`src/rtl/sas_pkg.sv`:
```
/*
  sas_pkg: constants, types and helpers for the serial slave front end.
  Assumes a 20 MHz core clock and a bus master running SCL at 400 kHz or
  below.
*/
package sas_pkg;

  // ==========================================================
  // clock and bus timing
  localparam int unsigned CLK_PERIOD_NS = 50;
  localparam int unsigned T_HD_DAT_NS   = 300;  // least hold when sending
  localparam int unsigned HOLD_CYC      =
    (T_HD_DAT_NS + CLK_PERIOD_NS - 1) / CLK_PERIOD_NS;
  localparam logic [3:0]  HOLD_CYC_W    = 4'(HOLD_CYC);

  // ==========================================================
  // slave addresses and command codes
  localparam logic [6:0] ADDR_BASE        = 7'h37;
  localparam logic [6:0] ADDR_GLOBAL      = 7'h36;
  localparam logic [6:0] ADDR_ALERT_RESP  = 7'h0C;
  localparam logic [7:0] CMD_ALERT_CLEAR  = 8'h28;  // alert_clear_location
  localparam logic       DIR_READ         = 1'b1;
  localparam logic       DIR_WRITE        = 1'b0;

  // ==========================================================
  // three-state select pin levels, as reported by the pad
  localparam logic [1:0] SEL_LOW  = 2'h0;
  localparam logic [1:0] SEL_OPEN = 2'h1;
  localparam logic [1:0] SEL_HIGH = 2'h2;

  // ==========================================================
  // byte positions within one addressed segment
  localparam logic [2:0] BYTE_ADDR = 3'h0;
  localparam logic [2:0] BYTE_CMD  = 3'h1;
  localparam logic [2:0] BYTE_LO   = 3'h2;
  localparam logic [2:0] BYTE_HI   = 3'h3;
  localparam logic [2:0] CNT_SEND  = 3'h2;  // address plus command
  localparam logic [2:0] CNT_WORD  = 3'h4;  // address, command, two data
  localparam logic [3:0] BITS_BYTE = 4'h8;

  // ==========================================================
  // synchroniser layout: scl, sda, write protect, three selects
  localparam int unsigned SYNC_W   = 9;
  localparam int unsigned SY_SCL   = 0;
  localparam int unsigned SY_SDA   = 1;
  localparam int unsigned SY_WP    = 2;
  localparam int unsigned SY_SEL_A = 3;
  localparam int unsigned SY_SEL_B = 5;
  localparam int unsigned SY_SEL_C = 7;
  localparam logic [SYNC_W-1:0] SYNC_RST = 9'h007;  // lines idle high

  // ==========================================================
  // types
  typedef enum logic [4:0] {
    ST_IDLE   = 5'b00001,
    ST_RX     = 5'b00010,
    ST_RX_ACK = 5'b00100,
    ST_TX     = 5'b01000,
    ST_TX_ACK = 5'b10000
  } sas_state_e;

  typedef struct packed {
    logic        send_byte;   // pulse: command-only transfer done
    logic        write_word;  // pulse: permitted word write done
    logic        read_done;   // pulse: read word finished
    logic [7:0]  code;        // last command code, held
    logic [15:0] data;        // last written word, held
  } sas_evt_s;

  localparam sas_evt_s EVT_RST = '0;

  // level of one select pin as a weight 0..2
  function automatic logic [6:0] sel_weight(input logic [1:0] lvl);
    unique case (lvl)
      SEL_LOW:  sel_weight = 7'h00;
      SEL_OPEN: sel_weight = 7'h01;
      default:  sel_weight = 7'h02;
    endcase
  endfunction

endpackage

```
`src/rtl/sas_slave.sv`:
```
/*
  sas_slave: serial slave front end of a supply sequencer: address decode,
  send-byte, write-word, read-word and alert response, alert drive.
  Assumes the register map sits on i_clk and presents the word for the held
  command code on i_rd_data; the pads resolve the open-drain lines.
*/
`timescale 1ns/1ns
// Functional notes
// - One of 27 strapped addresses is answered, set by three select pins.
// - The address is 0x37 + 9*c + 3*b + a, each select weighing 0, 1 or 2.
// - Global address 0x36 is acked with the write direction unless a store runs.
// - Alert response address 0001100 with read is recognised only while alert is set.
// - Select pins are sampled all the time; a new strapping acts at once.
// - Alert response: ack, return own address, master nacks and stops.
// - The bit after the address is 1 for read and 0 for write.
// - Faults are reported by pulling the open-drain alert line low.
// - Send-byte, write-word and read-word transfers are supported.
// - Two protection stages must both be released before a word write acts.
// - No byte is acknowledged while an EEPROM store runs.
// - Alert is released after an alert response or an alert clear read.
// - Word writes are allowed only while the write protect pin is low.
module sas_slave
  import sas_pkg::*;
(
  input  wire logic        i_clk,
  input  wire logic        i_sys_rst,
  input  wire logic        i_ce,
  input  wire logic        i_scl,
  input  wire logic        i_sda,
  input  wire logic [1:0]  i_addr_sel_in_a,
  input  wire logic [1:0]  i_addr_sel_in_b,
  input  wire logic [1:0]  i_addr_sel_in_c,
  input  wire logic        i_wp,
  input  wire logic        i_sw_unlock,
  input  wire logic        i_store_busy,
  input  wire logic        i_fault_evt,
  input  wire logic [15:0] i_rd_data,
  output logic             o_sda_o,
  output logic             o_sda_oe,
  output logic             o_alert_out_n_o,
  output logic             o_alert_out_n_oe,
  output sas_evt_s         o_evt
);

  // ==========================================================
  // pin synchronisers
  logic [SYNC_W-1:0] pins_s;

  sas_sync u_sync (
    .i_clk     (i_clk),
    .i_sys_rst (i_sys_rst),
    .i_ce      (i_ce),
    .i_async   ({i_addr_sel_in_c, i_addr_sel_in_b, i_addr_sel_in_a,
                 i_wp, i_sda, i_scl}),
    .o_sync    (pins_s)
  );

  // ==========================================================
  // state
  sas_state_e  st_reg;
  sas_state_e  st_next;
  logic        scl_d_reg;
  logic        scl_d_next;
  logic        sda_d_reg;
  logic        sda_d_next;
  logic [3:0]  bit_reg;
  logic [3:0]  bit_next;
  logic [7:0]  shift_reg;
  logic [7:0]  shift_next;
  logic [2:0]  byte_reg;
  logic [2:0]  byte_next;
  logic        rw_reg;
  logic        rw_next;
  logic        ara_reg;
  logic        ara_next;
  logic [15:0] tx_reg;
  logic [15:0] tx_next;
  logic        txsel_reg;
  logic        txsel_next;
  logic [3:0]  hold_reg;
  logic [3:0]  hold_next;
  logic        pend_reg;
  logic        pend_next;
  logic        sda_oe_reg;
  logic        sda_oe_next;
  logic        alert_reg;
  logic        alert_next;
  logic        clr_pend_reg;
  logic        clr_pend_next;
  logic        low_reg;
  sas_evt_s    evt_reg;
  sas_evt_s    evt_next;

  // ==========================================================
  // decoded pin views
  logic       scl_s;
  logic       sda_s;
  logic       scl_rise;
  logic       scl_fall;
  logic       bus_start;
  logic       bus_stop;
  logic       writable;
  logic [6:0] own_addr;
  logic [7:0] tx_byte;

  assign scl_s     = pins_s[SY_SCL];
  assign sda_s     = pins_s[SY_SDA];
  assign scl_rise  = scl_s & ~scl_d_reg;
  assign scl_fall  = ~scl_s & scl_d_reg;
  assign bus_start = scl_s & scl_d_reg & sda_d_reg & ~sda_s;
  assign bus_stop  = scl_s & scl_d_reg & ~sda_d_reg & sda_s;

  // strapped address, live from the pins
  assign own_addr  = ADDR_BASE
                   + 7'(9) * sel_weight(pins_s[SY_SEL_C +: 2])
                   + 7'(3) * sel_weight(pins_s[SY_SEL_B +: 2])
                   + sel_weight(pins_s[SY_SEL_A +: 2]);

  // both stages must be open
  assign writable  = ~pins_s[SY_WP] & i_sw_unlock;
  assign tx_byte   = txsel_reg ? tx_reg[15:8] : tx_reg[7:0];

  // ==========================================================
  // protocol engine, alert and events
  always_comb begin
    logic       ack;
    logic       hit_own;
    logic       hit_glb;
    logic       hit_ara;
    logic       do_clear;
    logic [6:0] rx_addr;
    ack           = 1'b0;
    do_clear      = 1'b0;
    rx_addr       = shift_reg[7:1];
    hit_own       = (rx_addr == own_addr);
    hit_glb       = (rx_addr == ADDR_GLOBAL)
                  & (shift_reg[0] == DIR_WRITE);
    hit_ara       = (rx_addr == ADDR_ALERT_RESP)
                  & (shift_reg[0] == DIR_READ) & alert_reg;
    st_next       = st_reg;
    scl_d_next    = scl_d_reg;
    sda_d_next    = sda_d_reg;
    bit_next      = bit_reg;
    shift_next    = shift_reg;
    byte_next     = byte_reg;
    rw_next       = rw_reg;
    ara_next      = ara_reg;
    tx_next       = tx_reg;
    txsel_next    = txsel_reg;
    hold_next     = hold_reg;
    pend_next     = pend_reg;
    sda_oe_next   = sda_oe_reg;
    alert_next    = alert_reg;
    clr_pend_next = clr_pend_reg;
    evt_next      = evt_reg;
    if (i_ce) begin
      scl_d_next         = scl_s;
      sda_d_next         = sda_s;
      evt_next.send_byte  = 1'b0;
      evt_next.write_word = 1'b0;
      evt_next.read_done  = 1'b0;
      // delayed drive keeps the data hold time after scl falls
      if (hold_reg != 4'h0) begin
        hold_next = hold_reg - 4'h1;
        if (hold_reg == 4'h1) begin
          sda_oe_next = pend_reg;
        end
      end
      if (bus_stop) begin
        // end of transfer: release and report
        st_next       = ST_IDLE;
        hold_next     = 4'h0;
        pend_next     = 1'b0;
        sda_oe_next   = 1'b0;
        do_clear      = clr_pend_reg;
        clr_pend_next = 1'b0;
        evt_next.send_byte  = (rw_reg == DIR_WRITE)
                            & (byte_reg == CNT_SEND);
        evt_next.write_word = (rw_reg == DIR_WRITE) & writable
                            & (byte_reg == CNT_WORD);
      end else if (bus_start) begin
        // start or repeated start: fresh address byte
        st_next     = ST_RX;
        bit_next    = 4'h0;
        byte_next   = BYTE_ADDR;
        hold_next   = 4'h0;
        pend_next   = 1'b0;
        sda_oe_next = 1'b0;
      end else begin
        unique case (st_reg)
          ST_RX: begin
            if (scl_rise && bit_reg != BITS_BYTE) begin
              shift_next = {shift_reg[6:0], sda_s};
              bit_next   = bit_reg + 4'h1;
            end else if (scl_fall && bit_reg == BITS_BYTE) begin
              unique case (byte_reg)
                BYTE_ADDR: begin
                  ack      = hit_own | hit_glb | hit_ara;
                  rw_next  = shift_reg[0];
                  ara_next = hit_ara & ~hit_own;
                  txsel_next = 1'b0;
                  tx_next  = ara_next ? {8'h00, own_addr, 1'b0}
                                      : i_rd_data;
                end
                BYTE_CMD: begin
                  ack           = 1'b1;
                  evt_next.code = shift_reg;
                end
                BYTE_LO: begin
                  ack                = 1'b1;
                  evt_next.data[7:0] = shift_reg;
                end
                BYTE_HI: begin
                  ack                 = 1'b1;
                  evt_next.data[15:8] = shift_reg;
                end
                default: ack = 1'b0;
              endcase
              ack = ack & ~i_store_busy;
              if (ack) begin
                st_next   = ST_RX_ACK;
                byte_next = byte_reg + 3'h1;
                pend_next = 1'b1;
                hold_next = HOLD_CYC_W;
              end else begin
                st_next = ST_IDLE;
              end
            end
          end
          ST_RX_ACK: begin
            // end of an ack slot: send next byte or take another
            if (scl_fall) begin
              hold_next = HOLD_CYC_W;
              if (rw_reg == DIR_READ) begin
                st_next    = ST_TX;
                shift_next = tx_byte;
                pend_next  = ~tx_byte[7];
                bit_next   = 4'h1;
              end else begin
                st_next   = ST_RX;
                pend_next = 1'b0;
                bit_next  = 4'h0;
              end
            end
          end
          ST_TX: begin
            if (scl_fall) begin
              hold_next = HOLD_CYC_W;
              if (bit_reg == BITS_BYTE) begin
                st_next   = ST_TX_ACK;
                pend_next = 1'b0;
              end else begin
                pend_next  = ~shift_reg[6];
                shift_next = {shift_reg[6:0], 1'b0};
                bit_next   = bit_reg + 4'h1;
              end
            end
          end
          ST_TX_ACK: begin
            // master acks for more, nacks to finish
            if (scl_rise) begin
              if (!sda_s) begin
                st_next    = ST_RX_ACK;
                txsel_next = ~txsel_reg;
              end else begin
                st_next = ST_IDLE;
                if (ara_reg) begin
                  clr_pend_next = 1'b1;
                end else if (txsel_reg) begin
                  evt_next.read_done = 1'b1;
                  if (evt_reg.code == CMD_ALERT_CLEAR) begin
                    clr_pend_next = 1'b1;
                  end
                end
              end
            end
          end
          default: st_next = ST_IDLE;  // idle, or a broken code
        endcase
      end
      // a fault in the clearing cycle keeps the alert set
      alert_next = (alert_reg & ~do_clear) | i_fault_evt;
    end
  end

  // register the engine
  always_ff @(posedge i_clk) begin
    if (i_sys_rst) begin
      st_reg       <= ST_IDLE;
      scl_d_reg    <= 1'b1;
      sda_d_reg    <= 1'b1;
      bit_reg      <= 4'h0;
      shift_reg    <= 8'h00;
      byte_reg     <= BYTE_ADDR;
      rw_reg       <= DIR_WRITE;
      ara_reg      <= 1'b0;
      tx_reg       <= 16'h0000;
      txsel_reg    <= 1'b0;
      hold_reg     <= 4'h0;
      pend_reg     <= 1'b0;
      sda_oe_reg   <= 1'b0;
      alert_reg    <= 1'b0;
      clr_pend_reg <= 1'b0;
      low_reg      <= 1'b0;
      evt_reg      <= EVT_RST;
    end else begin
      st_reg       <= st_next;
      scl_d_reg    <= scl_d_next;
      sda_d_reg    <= sda_d_next;
      bit_reg      <= bit_next;
      shift_reg    <= shift_next;
      byte_reg     <= byte_next;
      rw_reg       <= rw_next;
      ara_reg      <= ara_next;
      tx_reg       <= tx_next;
      txsel_reg    <= txsel_next;
      hold_reg     <= hold_next;
      pend_reg     <= pend_next;
      sda_oe_reg   <= sda_oe_next;
      alert_reg    <= alert_next;
      clr_pend_reg <= clr_pend_next;
      low_reg      <= 1'b0;
      evt_reg      <= evt_next;
    end
  end

  // ==========================================================
  // outputs, all from flops; open-drain lines only ever pull low
  assign o_sda_o          = low_reg;
  assign o_sda_oe         = sda_oe_reg;
  assign o_alert_out_n_o  = low_reg;
  assign o_alert_out_n_oe = alert_reg;
  assign o_evt            = evt_reg;

endmodule

```
`src/rtl/sas_sync.sv`:
```
/*
  sas_sync: two-stage synchroniser for a group of asynchronous inputs.
  Assumes every bit is a slow level; stage one is read by stage two only.
*/
`timescale 1ns/1ns
module sas_sync
  import sas_pkg::*;
(
  input  wire logic              i_clk,
  input  wire logic              i_sys_rst,
  input  wire logic              i_ce,
  input  wire logic [SYNC_W-1:0] i_async,
  output logic      [SYNC_W-1:0] o_sync
);

  // ==========================================================
  // stages
  logic [SYNC_W-1:0] meta_reg;
  logic [SYNC_W-1:0] meta_next;
  logic [SYNC_W-1:0] sync_reg;
  logic [SYNC_W-1:0] sync_next;

  // hold everything while the clock enable is low
  always_comb begin
    meta_next = meta_reg;
    sync_next = sync_reg;
    if (i_ce) begin
      meta_next = i_async;
      sync_next = meta_reg;
    end
  end

  // register both stages
  always_ff @(posedge i_clk) begin
    if (i_sys_rst) begin
      meta_reg <= SYNC_RST;
      sync_reg <= SYNC_RST;
    end else begin
      meta_reg <= meta_next;
      sync_reg <= sync_next;
    end
  end

  assign o_sync = sync_reg;

endmodule

```
`config.mk`:
```
export PLATFORM = sky130hd
export DESIGN_NAME = sas_slave
export DESIGN_NICKNAME = d
export VERILOG_FILES = /design/src/rtl/sas_pkg.sv /design/src/rtl/sas_slave.sv /design/src/rtl/sas_sync.sv
export SDC_FILE = /design/constraint.sdc
export NUM_CORES = 1
export LEC_CHECK = 0
export BUFFER_PORTS_ARGS = -buffer_cell sky130_fd_sc_hd__buf_2
export CORE_MARGIN = 4
export CORE_UTILIZATION = 35
export DETAILED_ROUTE_END_ITERATION = 8
export PLACE_DENSITY = 0.58
export SETUP_SLACK_MARGIN = 0.5
export SYNTH_ARGS = -nofsm -noshare
export SYNTH_HDL_FRONTEND = slang
export SYNTH_SLANG_ARGS = --single-unit
```
`constraint.sdc`:
```
create_clock -name i_clk -period 3.9 [get_ports i_clk]
set_input_delay 0.78 -clock i_clk [delete_from_list [all_inputs] [get_ports i_clk]]
set_output_delay 0.78 -clock i_clk [all_outputs]
set_load 0.01 [all_outputs]
```
# Yosys cells after proc, flatten, opt, wreduce, memory -nomap -nowiden

Index checks and enable logic that the tools add are counted.

Word-level logic and storage cells: 237
Flip-flop bits (word level): 94

Bitwise logic cells: 36
Multipliers: 2
Mux-type cells: 94
Reductions and logical operators: 35
$add $sub $neg: 6
Equal/unequal tests: 41

Operator list:

| cell                                                | count |
|---|---|
| two-way mux 24 bit                                  | 3 |
| two-way mux 8 bit                                   | 9 |
| AND reduction 7 bit                                 | 8 |
| two-way mux 4 bit                                   | 13 |
| two-way mux 25 bit                                  | 2 |
| two-way mux 1 bit                                   | 40 |
| two-way mux 5 bit                                   | 8 |
| inequality test 4 bit, second input constant        | 8 |
| one-hot mux 8 bit (3 select lines)                  | 1 |
| two-way mux 3 bit                                   | 7 |
| inequality test 2 bit, second input constant        | 10 |
| one-hot mux 5 bit (4 select lines)                  | 1 |
| AND reduction 9 bit                                 | 2 |
| bitwise AND 1 bit                                   | 17 |
| two-way mux 16 bit                                  | 1 |
| NOT 1 bit                                           | 16 |
| nonzero test 3 bit                                  | 5 |
| adder 7 bit                                         | 2 |
| nonzero test 2 bit                                  | 7 |
| inequality test 3 bit, second input constant        | 4 |
| one-hot mux 2 bit (2 select lines)                  | 3 |
| one-hot mux 4 bit (3 select lines)                  | 1 |
| equality test 8 x 6 -> 1 bit, second input constant | 1 |
| one-hot mux 4 bit (2 select lines)                  | 1 |
| 33 further kinds                                    | 44 |

# Logic depth before layout (Yosys ltp)

Word-level depth: 23
Mapped depth: 16
Mapped depth without buffers: 14

# Hierarchy

Synthesis repeated with hierarchy kept, for this count alone.

Cells, all modules: 584
Area, all modules: 4936.0 um^2

By module, submodules not included:

| module    | instances | cells an instance | area each (um^2) |
|---|---|---|---|
| sas_slave | 1         | 526               | 4262.8 |
| sas_sync  | 1         | 58                | 673.1 |

# Worst setup path before layout

OpenSTA, ideal clock, no wires.

Path kind: reg2reg
Start: register u_sync.sync_reg[8] (netlist: u_sync.o_sync[8])
End: register pend_reg
Path slack: 0.164 ns
Cell stages (with the launch flop): 15
Required time: 3.826 ns
Library setup time: 0.074 ns
Arrival time: 3.661 ns
Path through: dfxtp_1 buf_2 or2_4 inv_1 ha_1 fa_1 fa_1 a21o_1 and4_4 nor3b_2 xnor2_1 o31ai_4 nor2_2 or4_1 a31oi_1

Cells in the longest elaborated chain, start to end: 19

RTL lines:

| element                                                                  | line             | source |
|---|---|---|
| from (decl)                                                              | sas_sync.sv:20   | `logic [SYNC_W-1:0] sync_reg;` |
| from (signal assigned)                                                   | sas_sync.sv:40   | `sync_reg <= sync_next;` |
| equality test 2 x 1 -> 1 bit / logical NOT 2 bit (equally long branches) | sas_pkg.sv:74    | `unique case (lvl)` |
| one-hot mux 2 bit (2 select lines) *                                     | sas_pkg.sv:74    |  |
| multiplier 4 x 7 -> 7 bit *                                              | sas_slave.sv:115 | `+ 7'(9) * sel_weight(pins_s[SY_SEL_C +: 2])` |
| adder 6 x 7 -> 7 bit *                                                   | sas_slave.sv:115 |  |
| adder 7 bit *                                                            | sas_slave.sv:116 | `+ 7'(3) * sel_weight(pins_s[SY_SEL_B +: 2])` |
| adder 7 bit *                                                            | sas_slave.sv:117 | `+ sel_weight(pins_s[SY_SEL_A +: 2]);` |
| equality test 7 bit *                                                    | sas_slave.sv:135 | `hit_own = (rx_addr == own_addr);` |
| bitwise OR 1 bit * (2 in series)                                         | sas_slave.sv:198 | `ack = hit_own \| hit_glb \| hit_ara;` |
| (+2 left out)                                                            | -                |  |
| two-way mux 1 bit *                                                      | sas_slave.sv:192 | `if (scl_rise && bit_reg != BITS_BYTE) begin` |
| two-way mux 1 bit *                                                      | sas_slave.sv:190 | `unique case (st_reg)` |
| two-way mux 1 bit *                                                      | sas_slave.sv:181 | `end else if (bus_start) begin` |
| two-way mux 1 bit *                                                      | sas_slave.sv:169 | `if (bus_stop) begin` |
| two-way mux 1 bit *                                                      | sas_slave.sv:156 | `if (i_ce) begin` |
| bitwise AND 1 bit *                                                      | sas_slave.sv:219 | `ack = ack & ~i_store_busy;` |
| inequality test 4 bit (no source line) *                                 | -                |  |
| AND reduction 7 bit (no source line) *                                   | -                |  |
| to (signal assigned)                                                     | sas_slave.sv:318 | `pend_reg <= pend_next;` |
| to (decl)                                                                | sas_slave.sv:82  | `logic pend_reg;` |

Every way passes the cells marked *; elsewhere a longest branch is shown, timed or not. The select of a mux whose other input is x is not followed.
A chain may end at the register's enable or synchronous reset.

# Worst setup path in the final report

Start: register u_sync.sync_reg[7] (netlist: u_sync.o_sync[7])
End: register pend_reg

The elaborated chain is that of the path after synthesis.

==> flow_summary.ini <==
[timing]
setup_viol = 0
min_period_ps = 3560
worst_pin_slew_ps = 991
final_max_slew_viol_count = 0
fin_hold_ws_ps = 453
rsz0062_at_grt = true
min_period_over_period = 0.913
hold_viol_final = 0
relSlewSlack = 0.339
fmax_mhz = 281
fin_skew_ps = 8.29
layout_setup_ws_ps = 340
tns_ps = 0

[placed_design]
port_buffers = 59
dpl_worst_slack_ps = 148
place_congestion = 0.859
dp_hpwl_microns = 9200

[pwr]
leakagePower_nw = 2.26
p_comb_frac = 0.133
p_total_mw = 2.19
p_int_mw = 1.62
power_switching_mw = 0.574
switching_share = 0.262
p_seq_frac = 0.459
power_density_nw_per_um2 = 375
vdd_drop_max_v = 0.000195
clkPwrFrac = 0.408

[logic_synthesis]
synth.distinct_cells = 62
synthArstFlopShare = 0
synth_area_sq_um = 4930
netlist_instances = 615
synth_edf_count = 0
ys_seq_area_frac = 0.382
yosys_warnings = 0
synth_flop_cell = dfxtp_1
synth_seq_cells = 94
syn_avg_cell_area_sq_um = 8.02

[critical_path]
crit_path_top_delay_cell = fa_1
critPathKind = reg2reg
cp_slowest_stage_delay_ps = 500
cp_top_family = simple AND/OR/NAND/NOR gates
ff2ff_setup_slack_ps = 340
crit_path_end_kind = register
r2r-end = pend_reg$_SDFFE_PP0P_
cp.buffers_inverters = 1
path_cells = or2_4 > inv_2 > ha_4 > fa_1 > fa_2 > a21o_1 > and4_4 > nor3b_4 > xnor2_2 > o31ai_4 > nor2_2 > or4_1 > a31oi_1
r2r_cells = 13
critPathLaunchType = register
r2r_start = u_sync.o_sync[7]$_SDFFE_PP0P_
worstPathMaxFanout = 4
cp.required_ps = 4170
arrival_ps = 3830

[hold_path]
min_to = o_evt[0]$_SDFFE_PP0P_
hp-class = reg2reg
hp-start = o_evt[0]$_SDFFE_PP0P_
hold-path-cell-count = 2

[die]
dieArea_sq_um = 16100
coreArea_sq_um = 13800
row_count = 43
die_x_microns = 127
boundaryPins = 62
start_util = 0.357
die_h_microns = 127

[final_layout]
area_growth_pct = 18.5
layout-drive-gt1-share = 0.183
final_common_cell = dfxtp_1
mostFrequentLayoutCells = dfxtp_1, nor2_1, a21oi_1
multi_input_area_sq_um = 2940
n_antenna_cell = 0
seqCellArea_sq_um = 1890
nFillCells = 1414
largest_reg_flops = 27
nets = 710

[clock_network]
cts_htree_levels = 3
cts_tree = built
clock-sinks = 94
clock_path_buffers = 2
path_clk_slew_ps = 70
clkLatencyLatePin_ps = 350
root_buffer = clkbuf_16
cts_inserted_buffers = 9

[route]
drtPass1Iterations = 4
top_layer = met4
met3WireLength_microns = 685
drc = 0
ant_nets = 0
drt_iter0_markers = 300
met2_length_microns = 5720
routed_wl_microns = 13100
num_vias = 4488
viasPerCell = 5.30
wl_per_cell_microns = 15.5
drt-met1-wl_microns = 6470

[global_route]
grt_max_degree = 53
grt_pass1_vias = 4374
grt_overflow_total = 0
grt_pass1_wl_microns = 21900
antenna_found_initial = 0
grt_usage = 0.166

[job]
drv_cap = 0

[status]
status = complete, no violations
==> worst register-to-register path, cell delays in order (launching register included) <==
cell	delay (ps)
dfxtp_4	340
or2_4	240
inv_2	70
ha_4	190
fa_1	500
fa_2	380
a21o_1	190
and4_4	200
nor3b_4	250
xnor2_2	110
o31ai_4	370
nor2_2	80
or4_1	410
a31oi_1	150
==> kinds of logic (layout without fill, tap and decap cells) <==
kind of cell	after synthesis	in the layout	synth area share
other	1	2	0.000760
xor gates and xnor gates	11	11	0.0211
buffers and inverters	56	106	0.0472
AOI/OAI and AO/OA	146	146	0.180
DFF	94	94	0.382
adders and majority gates	18	18	0.0487
and+or+nand+nor	256	256	0.253
muxes	33	33	0.0670
==> power by group through the flow <==
stage               clock (mW)  sequential, mW  combinational, mW
finish                   0.893            1.01              0.292
detailed placement           0            1.03              0.267
floorplan                    0            1.02              0.208
CTS                      0.918            1.01              0.286
global route             0.963            1.01              0.326
global placement             0            1.03              0.261
==> layout make-up <==
cell class / count / area share
multi-input cells: 466 / 0.502
inverters: 14 / 0.00899
well taps: 180 / 0.0385
clock buffers: 11 / 0.0415
clock inverters: 5 / 0.0101
repair buffers: 76 / 0.0758
flip-flops and latches: 94 / 0.323
==> layer usage <==
metal  vias to the layer above  GRT usage
li1                       2265          -
met1                      2102      0.235
met2                       108      0.251
met3                        13     0.0333
met4                         0     0.0599
met5                         -          0
==> through the flow <==
stage,area (sq um),std cells,utilization
after global placement,5370,821,0.388
after CTS,5800,844,0.420
after floorplan,4960,616,-
after global routing,5840,846,0.423
after detailed placement,5370,821,0.388
final,5840,846,0.423
==> repair_timing <==
| item | in CTS | in global routing |
|---|---|---|
| buffers inserted | 7 | 2 |
| gates resized for setup | 19 | 10 |
| setup endpoints to repair | 10 | 10 |
| cloned | 0 | 0 |
| pin swaps | 12 | 4 |
| hold buffers | 0 | 0 |
==> worst max path at each step <==
stage	startpoint	endpoint	slack, ps	cells after the start
5_1_grt	u_sync.o_sync[7]$_SDFFE_PP0P_	pend_reg$_SDFFE_PP0P_	240	13
2_1_floorplan	u_sync.o_sync[8]$_SDFFE_PP0P_	pend_reg$_SDFFE_PP0P_	380	14
3_5_place_dp	u_sync.o_sync[7]$_SDFFE_PP0P_	pend_reg$_SDFFE_PP0P_	150	13
6_report	u_sync.o_sync[7]$_SDFFE_PP0P_	pend_reg$_SDFFE_PP0P_	340	13
3_3_place_gp	u_sync.o_sync[7]$_SDFFE_PP0P_	hold_reg[0]$_SDFFE_PP0P_	220	13
4_1_cts	u_sync.o_sync[7]$_SDFFE_PP0P_	pend_reg$_SDFFE_PP0P_	330	13
==> cell usage after synthesis (8+ instances only) <==
| master | instances | area (sq um) |
|---|---|---|
| nand2b_1 | 8 | 50.1 |
| ha_1 | 16 | 200 |
| clkbuf_1 | 31 | 116 |
| a21oi_1 | 71 | 355 |
| nor3_1 | 13 | 65.1 |
| a211oi_1 | 16 | 120 |
| nor2b_1 | 10 | 62.6 |
| mux2i_1 | 33 | 330 |
| inv_1 | 13 | 48.8 |
| nor2_1 | 79 | 297 |
| nand3_1 | 37 | 185 |
| dfxtp_1 | 94 | 1880 |
| nand2_1 | 62 | 233 |
| o21ai_0 | 23 | 115 |
| a211o_1 | 9 | 78.8 |
Note: power is estimated with default switching activity, not from simulation.
